File: src/core/adcc_pkg.sv
package adcc_pkg;

  // ****************************************
  // Register offsets
  // ****************************************
  localparam logic [7:0] OFS_MODE0   = 8'h00;
  localparam logic [7:0] OFS_CHSEL   = 8'h04;
  localparam logic [7:0] OFS_CMPMODE = 8'h08;
  localparam logic [7:0] OFS_THRESH  = 8'h0C;
  localparam logic [7:0] OFS_IRQ_ST  = 8'h10;
  localparam logic [7:0] OFS_IRQ_MSK = 8'h14;
  localparam logic [7:0] OFS_STATUS  = 8'h18;
  localparam logic [7:0] OFS_RESULT0 = 8'h20;

  // ****************************************
  // Field positions
  // ****************************************
  localparam int MODE0_ENABLE = 0;
  localparam int MODE0_HSPEED = 1;
  localparam int MODE0_TRG_LO = 2;
  localparam int MODE0_SCAN   = 4;
  localparam int MODE0_ONESHT = 5;
  localparam int MODE0_START  = 6;
  localparam int CMP_COND     = 6;
  localparam int CMP_ENABLE   = 7;
  localparam int IRQ_CONV_END = 0;
  localparam int IRQ_TRG_ERR  = 1;

  // ****************************************
  // Sizes and reset values
  // ****************************************
  localparam int NUM_CH  = 8;
  localparam int CH_W    = 3;
  localparam int RES_W   = 10;
  localparam int NUM_IRQ = 2;
  localparam logic [6:0]       MODE0_RST  = 7'h00;
  localparam logic [CH_W-1:0]  CHSEL_RST  = 3'h0;
  localparam logic [7:0]       CMP_RST    = 8'h00;
  localparam logic [7:0]       THRESH_RST = 8'h00;
  localparam logic [RES_W-1:0] RESULT_RST = 10'h000;

  // ****************************************
  // Trigger modes
  // ****************************************
  localparam logic [1:0] TRG_SOFT  = 2'h0;
  localparam logic [1:0] TRG_EXT   = 2'h1;
  localparam logic [1:0] TRG_TIMER = 2'h2;

  // ****************************************
  // Timing
  // ****************************************
  localparam int CLK_MHZ      = 20;
  localparam int STAB_TIME_NS = 1000;
  localparam int STAB_CYC     = (STAB_TIME_NS * CLK_MHZ + 999) / 1000;
  localparam logic [7:0] STAB_CNT = 8'(STAB_CYC);

  function automatic logic [7:0] upper_byte(input logic [RES_W-1:0] res);
    return res[RES_W-1 -: 8];
  endfunction

endpackage

File: src/core/adcc_cmp.sv
`timescale 1ns/100ps
module adcc_cmp (
  input  wire logic [7:0] upper,
  input  wire logic [7:0] thresh,
  input  wire logic       cond,
  output logic            hit
);
  // One relation for both select and scan
  assign hit = cond ? (upper < thresh) : (upper >= thresh);
endmodule

File: src/core/adcc_ahb_slv.sv
`timescale 1ns/100ps
module adcc_ahb_slv (
  input  wire logic        hclk,
  input  wire logic        hresetn,
  input  wire logic        hsel,
  input  wire logic [7:0]  haddr,
  input  wire logic [1:0]  htrans,
  input  wire logic        hwrite,
  input  wire logic        hready,
  output logic             hreadyout,
  output logic             hresp,
  output logic             reg_wr,
  output logic             reg_rd,
  output logic [7:0]       reg_addr
);
  logic       wr_q, wr_d;
  logic       rd_q, rd_d;
  logic [7:0] addr_q, addr_d;

  // Zero wait states: data phase always completes in one cycle
  assign hreadyout = 1'b1;
  assign hresp     = 1'b0;
  assign reg_wr    = wr_q;
  assign reg_rd    = rd_q;
  assign reg_addr  = addr_q;

  always_comb begin
    wr_d   = 1'b0;
    rd_d   = 1'b0;
    addr_d = addr_q;
    if (hsel && hready && htrans[1]) begin
      wr_d   = hwrite;
      rd_d   = !hwrite;
      addr_d = {haddr[7:2], 2'b00};
    end
  end

  always_ff @(posedge hclk or negedge hresetn) begin
    if (!hresetn) begin
      wr_q   <= 1'b0;
      rd_q   <= 1'b0;
      addr_q <= 8'h00;
    end else begin
      wr_q   <= wr_d;
      rd_q   <= rd_d;
      addr_q <= addr_d;
    end
  end
endmodule

File: src/core/adcc_top.sv
`timescale 1ns/100ps
module adcc_top (
  input  wire logic                      hclk,
  input  wire logic                      hresetn,
  input  wire logic                      hsel,
  input  wire logic [7:0]                haddr,
  input  wire logic [1:0]                htrans,
  input  wire logic                      hwrite,
  input  wire logic [2:0]                hsize,
  input  wire logic [31:0]               hwdata,
  input  wire logic                      hready,
  output logic                           hreadyout,
  output logic                           hresp,
  output logic [31:0]                    hrdata,
  input  wire logic                      ext_trigger,
  input  wire logic                      timer_trigger,
  output logic                           conv_start,
  output logic [adcc_pkg::CH_W-1:0]      conv_channel,
  input  wire logic                      conv_done,
  input  wire logic [adcc_pkg::RES_W-1:0] conv_data,
  output logic                           analog_power_on,
  output logic                           conversion_end_irq,
  output logic                           irq
);

  // ****************************************
  // Bus slave
  // ****************************************
  logic       reg_wr;
  logic       reg_rd;
  logic [7:0] reg_addr;

  adcc_ahb_slv i_adcc_ahb_slv (
    .hclk      (hclk),
    .hresetn   (hresetn),
    .hsel      (hsel),
    .haddr     (haddr),
    .htrans    (htrans),
    .hwrite    (hwrite),
    .hready    (hready),
    .hreadyout (hreadyout),
    .hresp     (hresp),
    .reg_wr    (reg_wr),
    .reg_rd    (reg_rd),
    .reg_addr  (reg_addr)
  );

  // ****************************************
  // Registers
  // ****************************************
  typedef enum logic [1:0] {ST_OFF, ST_STAB, ST_WAIT, ST_CONV} adcc_state_e;

  adcc_state_e                    st_q, st_d;
  logic [6:0]                     mode_q, mode_d;
  logic [adcc_pkg::CH_W-1:0]      chsel_q, chsel_d;
  logic [7:0]                     cmp_q, cmp_d;
  logic [7:0]                     thr_q, thr_d;
  logic [adcc_pkg::NUM_IRQ-1:0]   ist_q, ist_d;
  logic [adcc_pkg::NUM_IRQ-1:0]   imsk_q, imsk_d;
  logic [7:0]                     stab_q, stab_d;
  logic [adcc_pkg::CH_W-1:0]      ch_q, ch_d;
  logic                           start_q, start_d;
  logic                           sw_go_q, sw_go_d;
  logic                           eoc_q, eoc_d;
  logic [adcc_pkg::RES_W-1:0]     res_q [adcc_pkg::NUM_CH];
  logic [adcc_pkg::RES_W-1:0]     res_d [adcc_pkg::NUM_CH];

  logic       enable;
  logic       scan;
  logic       one_shot;
  logic [1:0] trg_mode;
  logic       trigger;
  logic       cmp_on;
  logic       hit;
  logic       store;
  logic       last_ch;
  logic       ev_conv_end;
  logic       ev_trg_err;
  logic       wr_sel;
  logic       enable_nxt;

  assign enable   = mode_q[adcc_pkg::MODE0_ENABLE];
  assign scan     = mode_q[adcc_pkg::MODE0_SCAN];
  assign one_shot = mode_q[adcc_pkg::MODE0_ONESHT];
  assign trg_mode = mode_q[adcc_pkg::MODE0_TRG_LO +: 2];
  assign cmp_on   = cmp_q[adcc_pkg::CMP_ENABLE];
  assign last_ch  = scan ? (ch_q == chsel_q) : 1'b1;

  // Hardware triggers only count in their own mode
  assign trigger = (trg_mode == adcc_pkg::TRG_EXT   && ext_trigger) ||
                   (trg_mode == adcc_pkg::TRG_TIMER && timer_trigger);

  // ****************************************
  // Compare filter
  // ****************************************
  adcc_cmp i_adcc_cmp (
    .upper  (adcc_pkg::upper_byte(conv_data)),
    .thresh (thr_q),
    .cond   (cmp_q[adcc_pkg::CMP_COND]),
    .hit    (hit)
  );

  always_comb begin
    store       = 1'b0;
    ev_conv_end = 1'b0;
    if (st_q == ST_CONV && conv_done) begin
      if (!cmp_on) begin
        store       = 1'b1;
        ev_conv_end = last_ch;
      end else if (!scan) begin
        store       = hit;
        ev_conv_end = hit;
      end else if (ch_q == '0) begin
        store       = hit;
        ev_conv_end = hit;
      end else begin
        store       = 1'b1;
        ev_conv_end = 1'b0;
      end
    end
  end

  // Trigger inside stabilization is dropped and flagged
  assign ev_trg_err = (st_q == ST_STAB) && trigger;

  // ****************************************
  // Sequencer
  // ****************************************
  always_comb begin
    st_d       = st_q;
    stab_d     = stab_q;
    ch_d       = ch_q;
    start_d    = 1'b0;
    sw_go_d    = sw_go_q;
    for (int i = 0; i < adcc_pkg::NUM_CH; i++) begin
      res_d[i] = res_q[i];
    end
    if (wr_sel && reg_addr == adcc_pkg::OFS_MODE0 && hwdata[adcc_pkg::MODE0_START]) begin
      sw_go_d = 1'b1;
    end
    unique case (st_q)
      ST_OFF: begin
        if (enable) begin
          st_d   = ST_STAB;
          stab_d = adcc_pkg::STAB_CNT;
        end
      end
      ST_STAB: begin
        // One-time settling after enable; triggers here are dropped but flagged in IRQ_TRG_ERR
        if (stab_q == 8'h01) begin
          st_d = ST_WAIT;
        end
        stab_d = stab_q - 8'h01;
      end
      ST_WAIT: begin
        // Channel set while idle so it is settled when the start pulse leaves
        ch_d = scan ? '0 : chsel_q;
        if ((trg_mode == adcc_pkg::TRG_SOFT) ? (sw_go_q || !one_shot) : trigger) begin
          st_d    = ST_CONV;
          start_d = 1'b1;
          sw_go_d = 1'b0;
        end
      end
      ST_CONV: begin
        if (conv_done) begin
          if (store) begin
            res_d[ch_q] = conv_data;
          end
          if (!last_ch) begin
            ch_d    = ch_q + 3'h1;
            start_d = 1'b1;
          end else begin
            st_d = ST_WAIT;
          end
        end
      end
    endcase
    // Clearing enable aborts and powers down; next enable settles again
    if (!enable_nxt) begin
      st_d    = ST_OFF;
      start_d = 1'b0;
      sw_go_d = 1'b0;
    end
  end

  always_ff @(posedge hclk or negedge hresetn) begin
    if (!hresetn) begin
      st_q    <= ST_OFF;
      stab_q  <= 8'h00;
      ch_q    <= '0;
      start_q <= 1'b0;
      sw_go_q <= 1'b0;
      for (int i = 0; i < adcc_pkg::NUM_CH; i++) begin
        res_q[i] <= adcc_pkg::RESULT_RST;
      end
    end else begin
      st_q    <= st_d;
      stab_q  <= stab_d;
      ch_q    <= ch_d;
      start_q <= start_d;
      sw_go_q <= sw_go_d;
      for (int i = 0; i < adcc_pkg::NUM_CH; i++) begin
        res_q[i] <= res_d[i];
      end
    end
  end

  // ****************************************
  // Software registers
  // ****************************************
  assign wr_sel = reg_wr;
  // Abort on the value being written, so no start pulse outlives power-down
  assign enable_nxt = mode_d[adcc_pkg::MODE0_ENABLE];

  always_comb begin
    mode_d  = mode_q;
    chsel_d = chsel_q;
    cmp_d   = cmp_q;
    thr_d   = thr_q;
    imsk_d  = imsk_q;
    ist_d   = ist_q;
    eoc_d   = ev_conv_end;
    if (wr_sel) begin
      unique case (reg_addr)
        adcc_pkg::OFS_MODE0: begin
          mode_d = {1'b0, hwdata[5:0]};
        end
        adcc_pkg::OFS_CHSEL:   chsel_d = hwdata[adcc_pkg::CH_W-1:0];
        // Taken as written; software is to stop the converter first
        adcc_pkg::OFS_CMPMODE: cmp_d   = {hwdata[7:6], 6'h00};
        adcc_pkg::OFS_THRESH:  thr_d   = hwdata[7:0];
        adcc_pkg::OFS_IRQ_MSK: imsk_d  = hwdata[adcc_pkg::NUM_IRQ-1:0];
        adcc_pkg::OFS_IRQ_ST:  ist_d   = ist_q & ~hwdata[adcc_pkg::NUM_IRQ-1:0];
        default: begin
        end
      endcase
    end
    // Set wins over a same-cycle clear
    if (ev_conv_end) begin
      ist_d[adcc_pkg::IRQ_CONV_END] = 1'b1;
    end
    if (ev_trg_err) begin
      ist_d[adcc_pkg::IRQ_TRG_ERR] = 1'b1;
    end
  end

  always_ff @(posedge hclk or negedge hresetn) begin
    if (!hresetn) begin
      mode_q  <= adcc_pkg::MODE0_RST;
      chsel_q <= adcc_pkg::CHSEL_RST;
      cmp_q   <= adcc_pkg::CMP_RST;
      thr_q   <= adcc_pkg::THRESH_RST;
      imsk_q  <= '0;
      ist_q   <= '0;
      eoc_q   <= 1'b0;
    end else begin
      mode_q  <= mode_d;
      chsel_q <= chsel_d;
      cmp_q   <= cmp_d;
      thr_q   <= thr_d;
      imsk_q  <= imsk_d;
      ist_q   <= ist_d;
      eoc_q   <= eoc_d;
    end
  end

  // ****************************************
  // Read mux
  // ****************************************
  // Zero outside a read data phase, so idle bus cycles show no register state
  always_comb begin
    hrdata = 32'h0000_0000;
    if (reg_rd) begin
      unique case (reg_addr)
        adcc_pkg::OFS_MODE0:   hrdata = {26'h0, mode_q[5:0]};
        adcc_pkg::OFS_CHSEL:   hrdata = {29'h0, chsel_q};
        adcc_pkg::OFS_CMPMODE: hrdata = {24'h0, cmp_q};
        adcc_pkg::OFS_THRESH:  hrdata = {24'h0, thr_q};
        adcc_pkg::OFS_IRQ_ST:  hrdata = {30'h0, ist_q};
        adcc_pkg::OFS_IRQ_MSK: hrdata = {30'h0, imsk_q};
        adcc_pkg::OFS_STATUS: begin
          hrdata = {26'h0, ch_q, (st_q == ST_CONV), (st_q == ST_STAB), (st_q != ST_OFF)};
        end
        default: begin
          if (reg_addr[7:5] == 3'h1) begin
            hrdata = {22'h0, res_q[reg_addr[4:2]]};
          end
        end
      endcase
    end
  end

  // ****************************************
  // Outputs
  // ****************************************
  assign conv_start         = start_q;
  assign conv_channel       = ch_q;
  assign analog_power_on    = enable;
  assign conversion_end_irq = eoc_q;
  assign irq                = |(ist_q & imsk_q);

endmodule

File: config.mk
export PLATFORM = sky130hd
export DESIGN_NAME = adcc_top
export DESIGN_NICKNAME = d
export VERILOG_FILES = /design/src/core/adcc_pkg.sv /design/src/core/adcc_cmp.sv /design/src/core/adcc_ahb_slv.sv /design/src/core/adcc_top.sv
export SDC_FILE = /design/constraint.sdc
export NUM_CORES = 1
export LEC_CHECK = 0
export BUFFER_PORTS_ARGS = -buffer_cell sky130_fd_sc_hd__buf_4
export CORE_MARGIN = 2
export CORE_UTILIZATION = 50
export DETAILED_ROUTE_END_ITERATION = 12
export HOLD_SLACK_MARGIN = 0.05
export PLACE_DENSITY = 0.72
export SLEW_MARGIN = 20
export SYNTH_ARGS = -nofsm -noshare
export SYNTH_HDL_FRONTEND = slang
export SYNTH_SLANG_ARGS = --single-unit
File: constraint.sdc
create_clock -name hclk -period 7.9 [get_ports hclk]
set_input_delay 0.395 -clock hclk [delete_from_list [all_inputs] [get_ports hclk]]
set_output_delay 0.395 -clock hclk [all_outputs]
set_load 0.05 [all_outputs]
# After elaboration in Yosys (flattened, before gate mapping)
# Cells that the tools add are included.
[totals] regBits=127 romBits=0 wordCells=145 latchBits=0 mem_bits_rw=0 input_bits=63 mem_count=0
[op_classes] muxes=50 magnitude_cmp=5 add_sub_neg=2 bitwise_logic=5 reduce_logical=36 n_eq_ne=22 n_div=0 mul=0 n_shift=0
[ops] cell="$bwmux 80" count=1
[ops] cell="$pmux 10 s7" count=1
[ops] cell="$mux 10" count=5
[ops] cell="$bmux 10 s3" count=1
[ops] cell="$demux 10 s3" count=1
[ops] cell="$mux 1" count=25
[ops] cell="$eq 6x3->1 const B" count=3
[ops] cell="$mux 2" count=8
[ops] cell="$pmux 8 s2" count=1
[ops] cell="$reduce_and 2->1" count=8
[ops] cell="$reduce_bool 2->1" count=7
[ops] cell="$eq 6x2->1 const B" count=2
[ops] cell="$ne 3x3->1 const B" count=4
[ops] cell="$logic_and 1x1->1" count=9
[ops] cell="$mux 3" count=3
[ops] cell="$eq 8x1->1 const B" count=1
[ops] cell="$ge 4x4->1 const B" count=2
[ops] cell="$ge 8x8->1" count=1
[ops] cell="$logic_not 8->1" count=1
[ops] cell="$lt 8x8->1" count=1
[ops] cell="$mux 8" count=1
[ops] cell="$not 3->4" count=2
[ops] cell="$pmux 2 s4" count=1
[ops] cell="$sub 8x1->8 const B" count=1
[ops] cell="other kinds (20)" count=30

# Logic depth before layout (Yosys ltp)
# Gate-level depths: netlist of the first run.
[logic_depth] depth_word=8 ltp_mapped=10 ltp_nobuf=8

# By module
# A second synthesis of the first run with hierarchy kept.
[hier_totals] cells_unflattened=521 hier_area_um2=6668.9
[modules_own_cells] module="adcc_top" cells_each=463 area_each_um2=6098.3 instances=1
[modules_own_cells] module="adcc_ahb_slv" cells_each=24 area_each_um2=334.1 instances=1
[modules_own_cells] module="adcc_cmp" cells_each=34 area_each_um2=236.5 instances=1

# Worst setup path before layout of the first run
# No wires, ideal clock.
[synth_path] path_type="register to output" startpoint="register i_adcc_ahb_slv.addr_q[2] (netlist: i_adcc_ahb_slv.reg_addr[2])" endpoint="output port hrdata[2]" n_path_buf=3 stages_incl_launch_ff=6 t_arrival_ns=2.649 path_slack_ns=4.856 t_required_ns=7.505 path_cell_list="dfrtp_1 buf_2 clkbuf_1 clkbuf_1 a211oi_1 a211oi_1"
[synth_via] elab_chain_len=7 word_cells_on_any_way=14 classes_between="6 x eq/ne; 6 x mux; 1 x bitwise; 1 x reduce/logical"
[synth_rtl] element="start: declaration" line_no="adcc_ahb_slv.sv:18" text="logic [7:0] addr_q, addr_d;"
[synth_rtl] element="start signal: assignment" line_no="adcc_ahb_slv.sv:46" text="addr_q <= addr_d;"
[synth_rtl] element="$not 3->4 (not written as such)" line_no="adcc_top.sv:286" text="hrdata = {22'h0, res_q[reg_addr[4:2]]};"
[synth_rtl] element="$bmux 10 s3" line_no="adcc_top.sv:286"
[synth_rtl] element="$mux 10 (not written as such) (2 in a row)" line_no="adcc_top.sv:286"
[synth_rtl] element="$mux 10" line_no="adcc_top.sv:285" text="if (reg_addr[7:5] == 3'h1) begin"
[synth_rtl] element="$pmux 10 s7 (*)" line_no="adcc_top.sv:274" text="unique case (reg_addr)"
[synth_rtl] element="$mux 10 (*)" line_no="adcc_top.sv:273" text="if (reg_rd) begin"
[synth_rtl] element="end: declaration" line_no="adcc_top.sv:14" text="output logic [31:0] hrdata,"
# Mark *: on every way between the ends. The rest lies on a longest branch, timed or not. The select of a mux whose other input is x is not followed.

# Worst setup path after layout of the first run
[layout_path] startpoint="register ch_q, in the netlist conv_channel[1]" endpoint="register res_q[60] in the netlist's numbering"
[layout_via] elab_chain_len=6 word_cells_on_any_way=13 classes_between="2 x order compare; 7 x mux; 1 x bitwise; 3 x reduce/logical"
[layout_rtl] element="start: declaration" line_no="adcc_top.sv:61" text="logic [adcc_pkg::CH_W-1:0] ch_q, ch_d;"
[layout_rtl] element="start signal: assignment" line_no="adcc_top.sv:199" text="ch_q <= ch_d;"
[layout_rtl] element="$not 3->4 (not written as such) / $logic_not 3->1 (equally long branches)" line_no="adcc_top.sv:167, adcc_top.sv:113"
[layout_rtl] element="$ge 4x4->1 (not written as such) (tied with other cells)" line_no="adcc_top.sv:167" text="res_d[ch_q] = conv_data;"
[layout_rtl] element="$logic_and 1x1->1 (not written as such) / $mux 1 (equally long branches)" line_no="adcc_top.sv:167, adcc_top.sv:110"
[layout_rtl] element="$mux 10 (not written as such) / $mux 1 (equally long branches)" line_no="adcc_top.sv:167, adcc_top.sv:107"
[layout_rtl] element="$demux 10 s3 / $mux 1 (equally long branches)" line_no="adcc_top.sv:167, adcc_top.sv:106"
[layout_rtl] element="$bwmux 80 / $reduce_and 3->1 (equally long branches)"
[layout_rtl] element="end signal: indexed assignment" line_no="adcc_top.sv:194" text="res_q[i] <= adcc_pkg::RESULT_RST;"
[layout_rtl] element="end signal: indexed assignment" line_no="adcc_top.sv:203" text="res_q[i] <= res_d[i];"
[layout_rtl] element="end: declaration" line_no="adcc_top.sv:65" text="logic [adcc_pkg::RES_W-1:0] res_q [adcc_pkg::NUM_CH];"
# Several ways; a longest one is shown, not always the timed one.
# A chain may end at the register's enable or synchronous reset.

==> metrics.txt, run 1 <==
Worst Skew=6.76 ps; # rows=42; CP Cell Sequence=inv_1 -> ha_1 -> nand2b_1 -> a2111oi_0 -> a21bo_2 -> o211ai_4 -> or4_1 -> mux2_4; Final Hold Viols=0; H-Tree Level Count=4; Yosys reg bits=127; IO Count=104; fin crit share=42.1%; Global Route Usage Sum=22.7%; drt drc=0; antenna viol nets, final=0; post-placement cell area=7140 sq um; Placement Setup Slack=4650 ps; CP Class=register to register; IO buf count=49; fin worst setup slack=4580 ps; worst path buffer plus inverter count=1; die width=120 microns; CTS root buffer=clkbuf_16; top-count cell post-synth=dfrtp_1; Initial DRC Count=230; max_cap viols=0; Power, Total=1.81 mW; Die H=120 microns; register area=3180 sq um; EDFF count, synth=0; initial antenna violation count=0; Setup Fix Bufs, Post-CTS=0; Nets=647; Post-Synthesis Cell Area=6750 sq um; Via density=5.76; ys flop type=dfrtp_1; most frequent cells after synthesis=127 x dfrtp_1, 58 x mux2_2, 40 x mux2_4; min cycle time layout=3320 ps; area used by multi-input combinational logic=3260 sq um; vias in the first global route=4626; Worst-Skew Late Latency=430 ps; first-pass GRT wire length=24600 microns; drt first pass iters=5; grt ovf=0; Yosys top cell area share=47.1%; share of post-route cells with drive strength above 1=37.0%; diode count=0; # resized after CTS=0; largest net degree at the start of global routing=68; Initial Utilization=51.2%; Avg Cell Area, Syn=12.9 sq um; Final Non-Filler Cells=759; final core occ=59.0%; Filler Cell Count=1071; hpwl dp=10100 microns; Min-Delay Path Class=input pin to asynchronous set/reset pin; Max VDD drop=0.0000943 V; post-synthesis sequential area ratio=47.1%; TNS Setup=0 ps; Crit. End Element=register; via count=4373; TritonCTS clock tree=built; Die ar.=14400 sq um; WP data arrival=3630 ps; Placed Instances=729; Crit path max-delay family=compound AO/OA/AOI/OAI gates; Slowest cell on crit path=or4_1; post-route cell area=7780 sq um; crit path max fanout=10; most area-hungry cell type in the Yosys netlist=dfrtp_1; CTS buffer count=17; worst endpoint required time=8200 ps; FMAX=301 MHz; CTS sink count=127; Syn-to-layout area delta=15.3%; routability cong.=0.916; Leak Pwr=3.71 nW; synth top area cells=dfrtp_1 47%, mux2_2 9.7%, mux2_4 8.9%; Post-synth ARST share=100%; # setup viols final=0; Slew @ Worst Pin=936 ps; Cell Pwr Density=232 nW/um^2; CTS Hold Bufs=0; RSZ-0062 raised after global routing=no; CTS Buffer Depth=2; status=finished, final reports clean; CP startpoint kind=register; WHS=36.5 ps; core area=13200 sq um; max-slew violations=0; Clock transition at path regs=50 ps; worst slew slack as a fraction of its limit=37.2%; routed length per instance=19.9 microns; Synth Warn #=0; distinct cell type count after synthesis=61; Max stage delay on crit path=730 ps; final WL=15100 microns; cells after synthesis=525
path summary, 6_finish.rpt:
kind,startpoint,endpoint,slack [ps],cells after the start
setup / recovery,conv_channel[1],res_q[60],4580,8
hold / removal,hresetn,conv_start,40,1
setup reg to reg,conv_channel[1],res_q[60],4580,8
hold reg to reg,stab_q[7],stab_q[7],490,1
max in group asynchronous,hresetn,res_q[68],6500,2
min in group hclk,hwrite,i_adcc_ahb_slv.reg_rd,130,2
power by group:
part | switching [mW] | leakage, nW | total, mW | internal, mW
registers | 0.0484 | 1.68 | 0.729 | 0.681
logic | 0.142 | 1.73 | 0.229 | 0.0870
clock network | 0.270 | 0.310 | 0.850 | 0.580
sequential cells by signal (all words and copies together) (netlist names):
signal	count
res_q	80
stab_q	8
thr_q	8
i_adcc_ahb_slv.reg_addr	6
mode_q	6
chsel_q	3
conv_channel	3
cmp_q	2
imsk_q	2
ist_q	2
st_q	2
conv_start	1
conversion_end_irq	1
i_adcc_ahb_slv.reg_rd	1
i_adcc_ahb_slv.reg_wr	1
sw_go_q	1
logic make-up after synthesis:
| logic type | Yosys count | share of synthesized area [%] |
|---|---|---|
| mux | 133 | 27.5 |
| flops | 127 | 47.1 |
| fa+ha+maj | 12 | 2.23 |
| compound gates | 83 | 8.75 |
| buf+inv | 69 | 5.75 |
| other cells | 2 | 0.111 |
| simple gates | 96 | 8.20 |
| xor+xnor | 3 | 0.389 |
cell type report:
class / instances / area share (%)
clock buffers: 24 / 6.19
well taps: 176 / 2.83
clock inverters: 6 / 1.99
flip-flops and latches: 127 / 40.9
multi-input cells: 351 / 42.0
repair buffers: 52 / 5.02
inverters: 23 / 1.11
cell usage in the layout, fill, tap and decap left out, types with 5 or more instances in the layout:
master     count
a211oi_1       8
a21oi_1       17
buf_4         52
bufinv_16      5
clkbuf_16     17
conb_1        24
dfrtp_1      126
ha_1          12
inv_1         23
mux2_2        58
mux2_4        40
mux2i_1       15
mux4_2        20
nand2_1       29
nand3_1        8
nor2_1        21
o21ai_0       25
or4_1          6
per-layer routing:
metal  GRT usage [%]  vias up  wire (microns)
met5               0        -               0
met4            10.4        0             410
met3            6.51       34             801
met2            36.3      140            7520
met1            28.7     2228            6350
li1                -     1971               -
No activity file was read; power rests on OpenSTA's default activity.
==> run 2, diff against run 1 <==
- PLACE_DENSITY: 0.72 -> 0.74
- clock period: 7.9 -> 3 ns (I/O delays scaled with it)
==> run 2 against run 1 <==
Effect of this change: register-to-register slack got worse by 4300 ps; sequential share of layout area decreased by 1.7 points; sequential power increased to 2.6 times the previous value; clock skew increased by 7.5 ps; first-iteration DRC count increased by 38%; setup slack got worse by 4300 ps; non-clock buffer count increased by 43; cell area increased by 4.3%; sequential cell count unchanged; clock power increased by 140%; highest routed layer unchanged.
==> metrics.txt, run 2 (same netlist as run 1, synthesis figures left out) <==
min cycle time layout=2710 ps; Global Route Usage Sum=23.2% (+0.50 points); Worst Skew=14.2 ps (+7.47 ps); CP Class=input pin to register; hpwl dp=10500 microns (+4.1%); Crit. End Element=register; # rows=42 (unchanged); grt ovf=0 (unchanged); antenna viol nets, final=0 (unchanged); IO Count=104 (unchanged); drt first pass iters=4 (-1); max FFs per register=80 (unchanged); post-route cell area=8110 sq um (+4.3%); CTS root buffer=clkbuf_16; Min-Delay Path Class=input pin to register; Leak Pwr=3.88 nW (+4.4%); crit path max fanout=10 (unchanged); Clock transition at path regs=50 ps (about the same); status=finished, final reports clean; worst slew slack as a fraction of its limit=51.1% (+14 points); Initial Utilization=51.2% (unchanged); most frequent cells in the layout=126 x dfrtp_1, 69 x buf_4, 58 x mux2_2, 40 x mux2_4, 29 x nand2_1; register area=3180 sq um (unchanged); share of post-route cells with drive strength above 1=37.4% (+0.37 points); RSZ-0062 raised after global routing=no; Max VDD drop=0.000450 V (+380%); fin crit share=90.5%; CP startpoint kind=input pin; # setup viols final=0 (unchanged); largest net degree at the start of global routing=56 (-18%); Cell Pwr Density=572 nW/um^2 (+150%); first-pass GRT wire length=25200 microns (+2.3%); H-Tree Level Count=4 (unchanged); TNS Setup=0 ps (unchanged); Die ar.=14400 sq um (unchanged); initial antenna violation count=0 (unchanged); post-placement cell area=7270 sq um (+1.8%); Filler Cell Count=1038 (-3.1%); WP data arrival=3020 ps (-610 ps); drt drc=0 (unchanged); most common cell after layout, fill and taps aside=dfrtp_1; max-slew violations=0 (unchanged); Worst-Skew Late Latency=430 ps (about the same); routability cong.=0.928 (+1.3%); Final Hold Viols=0 (unchanged); diode count=0 (unchanged); via count=4556 (+4.2%); die width=120 microns (unchanged); Initial DRC Count=317 (+38%); routed length per instance=19.4 microns (-2.6%); vias in the first global route=4721 (+2.1%); CTS sink count=127 (unchanged); Die H=120 microns (unchanged); Nets=690 (+6.6%); Power, Total=4.64 mW (+160%); IO buf count=49 (unchanged); FMAX=368 MHz; core area=13200 sq um (unchanged); max_cap viols=0 (unchanged); CTS buffer count=17 (unchanged); CTS Buffer Depth=2 (unchanged); Slew @ Worst Pin=733 ps (-202 ps); final WL=15600 microns (+3.2%); Syn-to-layout area delta=20.2%; TritonCTS clock tree=built; worst endpoint required time=3300 ps (-4900 ps); Regs by FF count=res_q: 80 flops, stab_q: 8 flops, thr_q: 8 flops; Via density=5.67 (-1.6%); Top reg by flops=res_q; area used by multi-input combinational logic=3260 sq um (unchanged)
-- run 2: area by class of cell --
type / count / share of cell area, %
repair buffers: 95 / 9.59
flip-flops and latches: 127 / 39.2
inverters: 23 / 1.06
well taps: 176 / 2.71
clock inverters: 11 / 1.73
multi-input cells: 351 / 40.2
clock buffers: 21 / 5.43
-- run 2: per-layer routing --
layer	GRT usage [%]	wire length (microns)	vias to the layer above
li1	-	-	2057
met1	29.3	6590	2319
met2	37.4	7650	148
met3	5.80	781	32
met4	11.3	541	0
met5	0	0	-
-- run 2: worst paths after layout --
kind	from	endpoint	slack (ps)	cells past startpoint
hold / removal	conv_done	conversion_end_irq	70	3
max in group asynchronous	hresetn	thr_q[0]	1800	3
setup reg to reg	conv_channel[1]	res_q[66]	290	9
hold reg to reg	stab_q[6]	stab_q[6]	490	1
min in group asynchronous	hresetn	mode_q[4]	340	2
setup / recovery	conv_data[9]	res_q[66]	290	10
-- run 2: critical path, stage by stage --
cell,delay (ps)
dlygate4sd3_1,540
buf_4,170
ha_1,340
nand4_2,170
a2111oi_0,420
a21bo_2,310
o211ai_4,150
or4_1,160
buf_4,270
mux2_4,330
-- run 2: report_power, final --
part,switching [mW],internal [mW]
Combinational,0.394,0.265
Sequential,0.118,1.79
Clock,0.771,1.30
-- run 2: repair_timing --
item | CTS | global route
setup endpoints to repair | 0 | 1
resized for setup | 0 | 1
endpoints found under the hold margin | 156 | 0
hold buffers | 26 | 0
buffers inserted | 0 | 0
-- run 2: through the flow --
| stage | std cells | util [%] | hold WS [ps] | setup WS (ps) |
|---|---|---|---|---|
| 2_1_floorplan | 547 | - | -146 | 144 |
| 3_3_place_gp | 746 | 55.1 | 227 | 433 |
| 3_5_place_dp | 746 | 55.1 | 243 | 331 |
| 4_1_cts | 804 | 61.5 | 60.1 | 159 |
| 5_1_grt | 804 | 61.5 | 79.0 | 124 |
| 6_report | 804 | 61.5 | 72.4 | 286 |
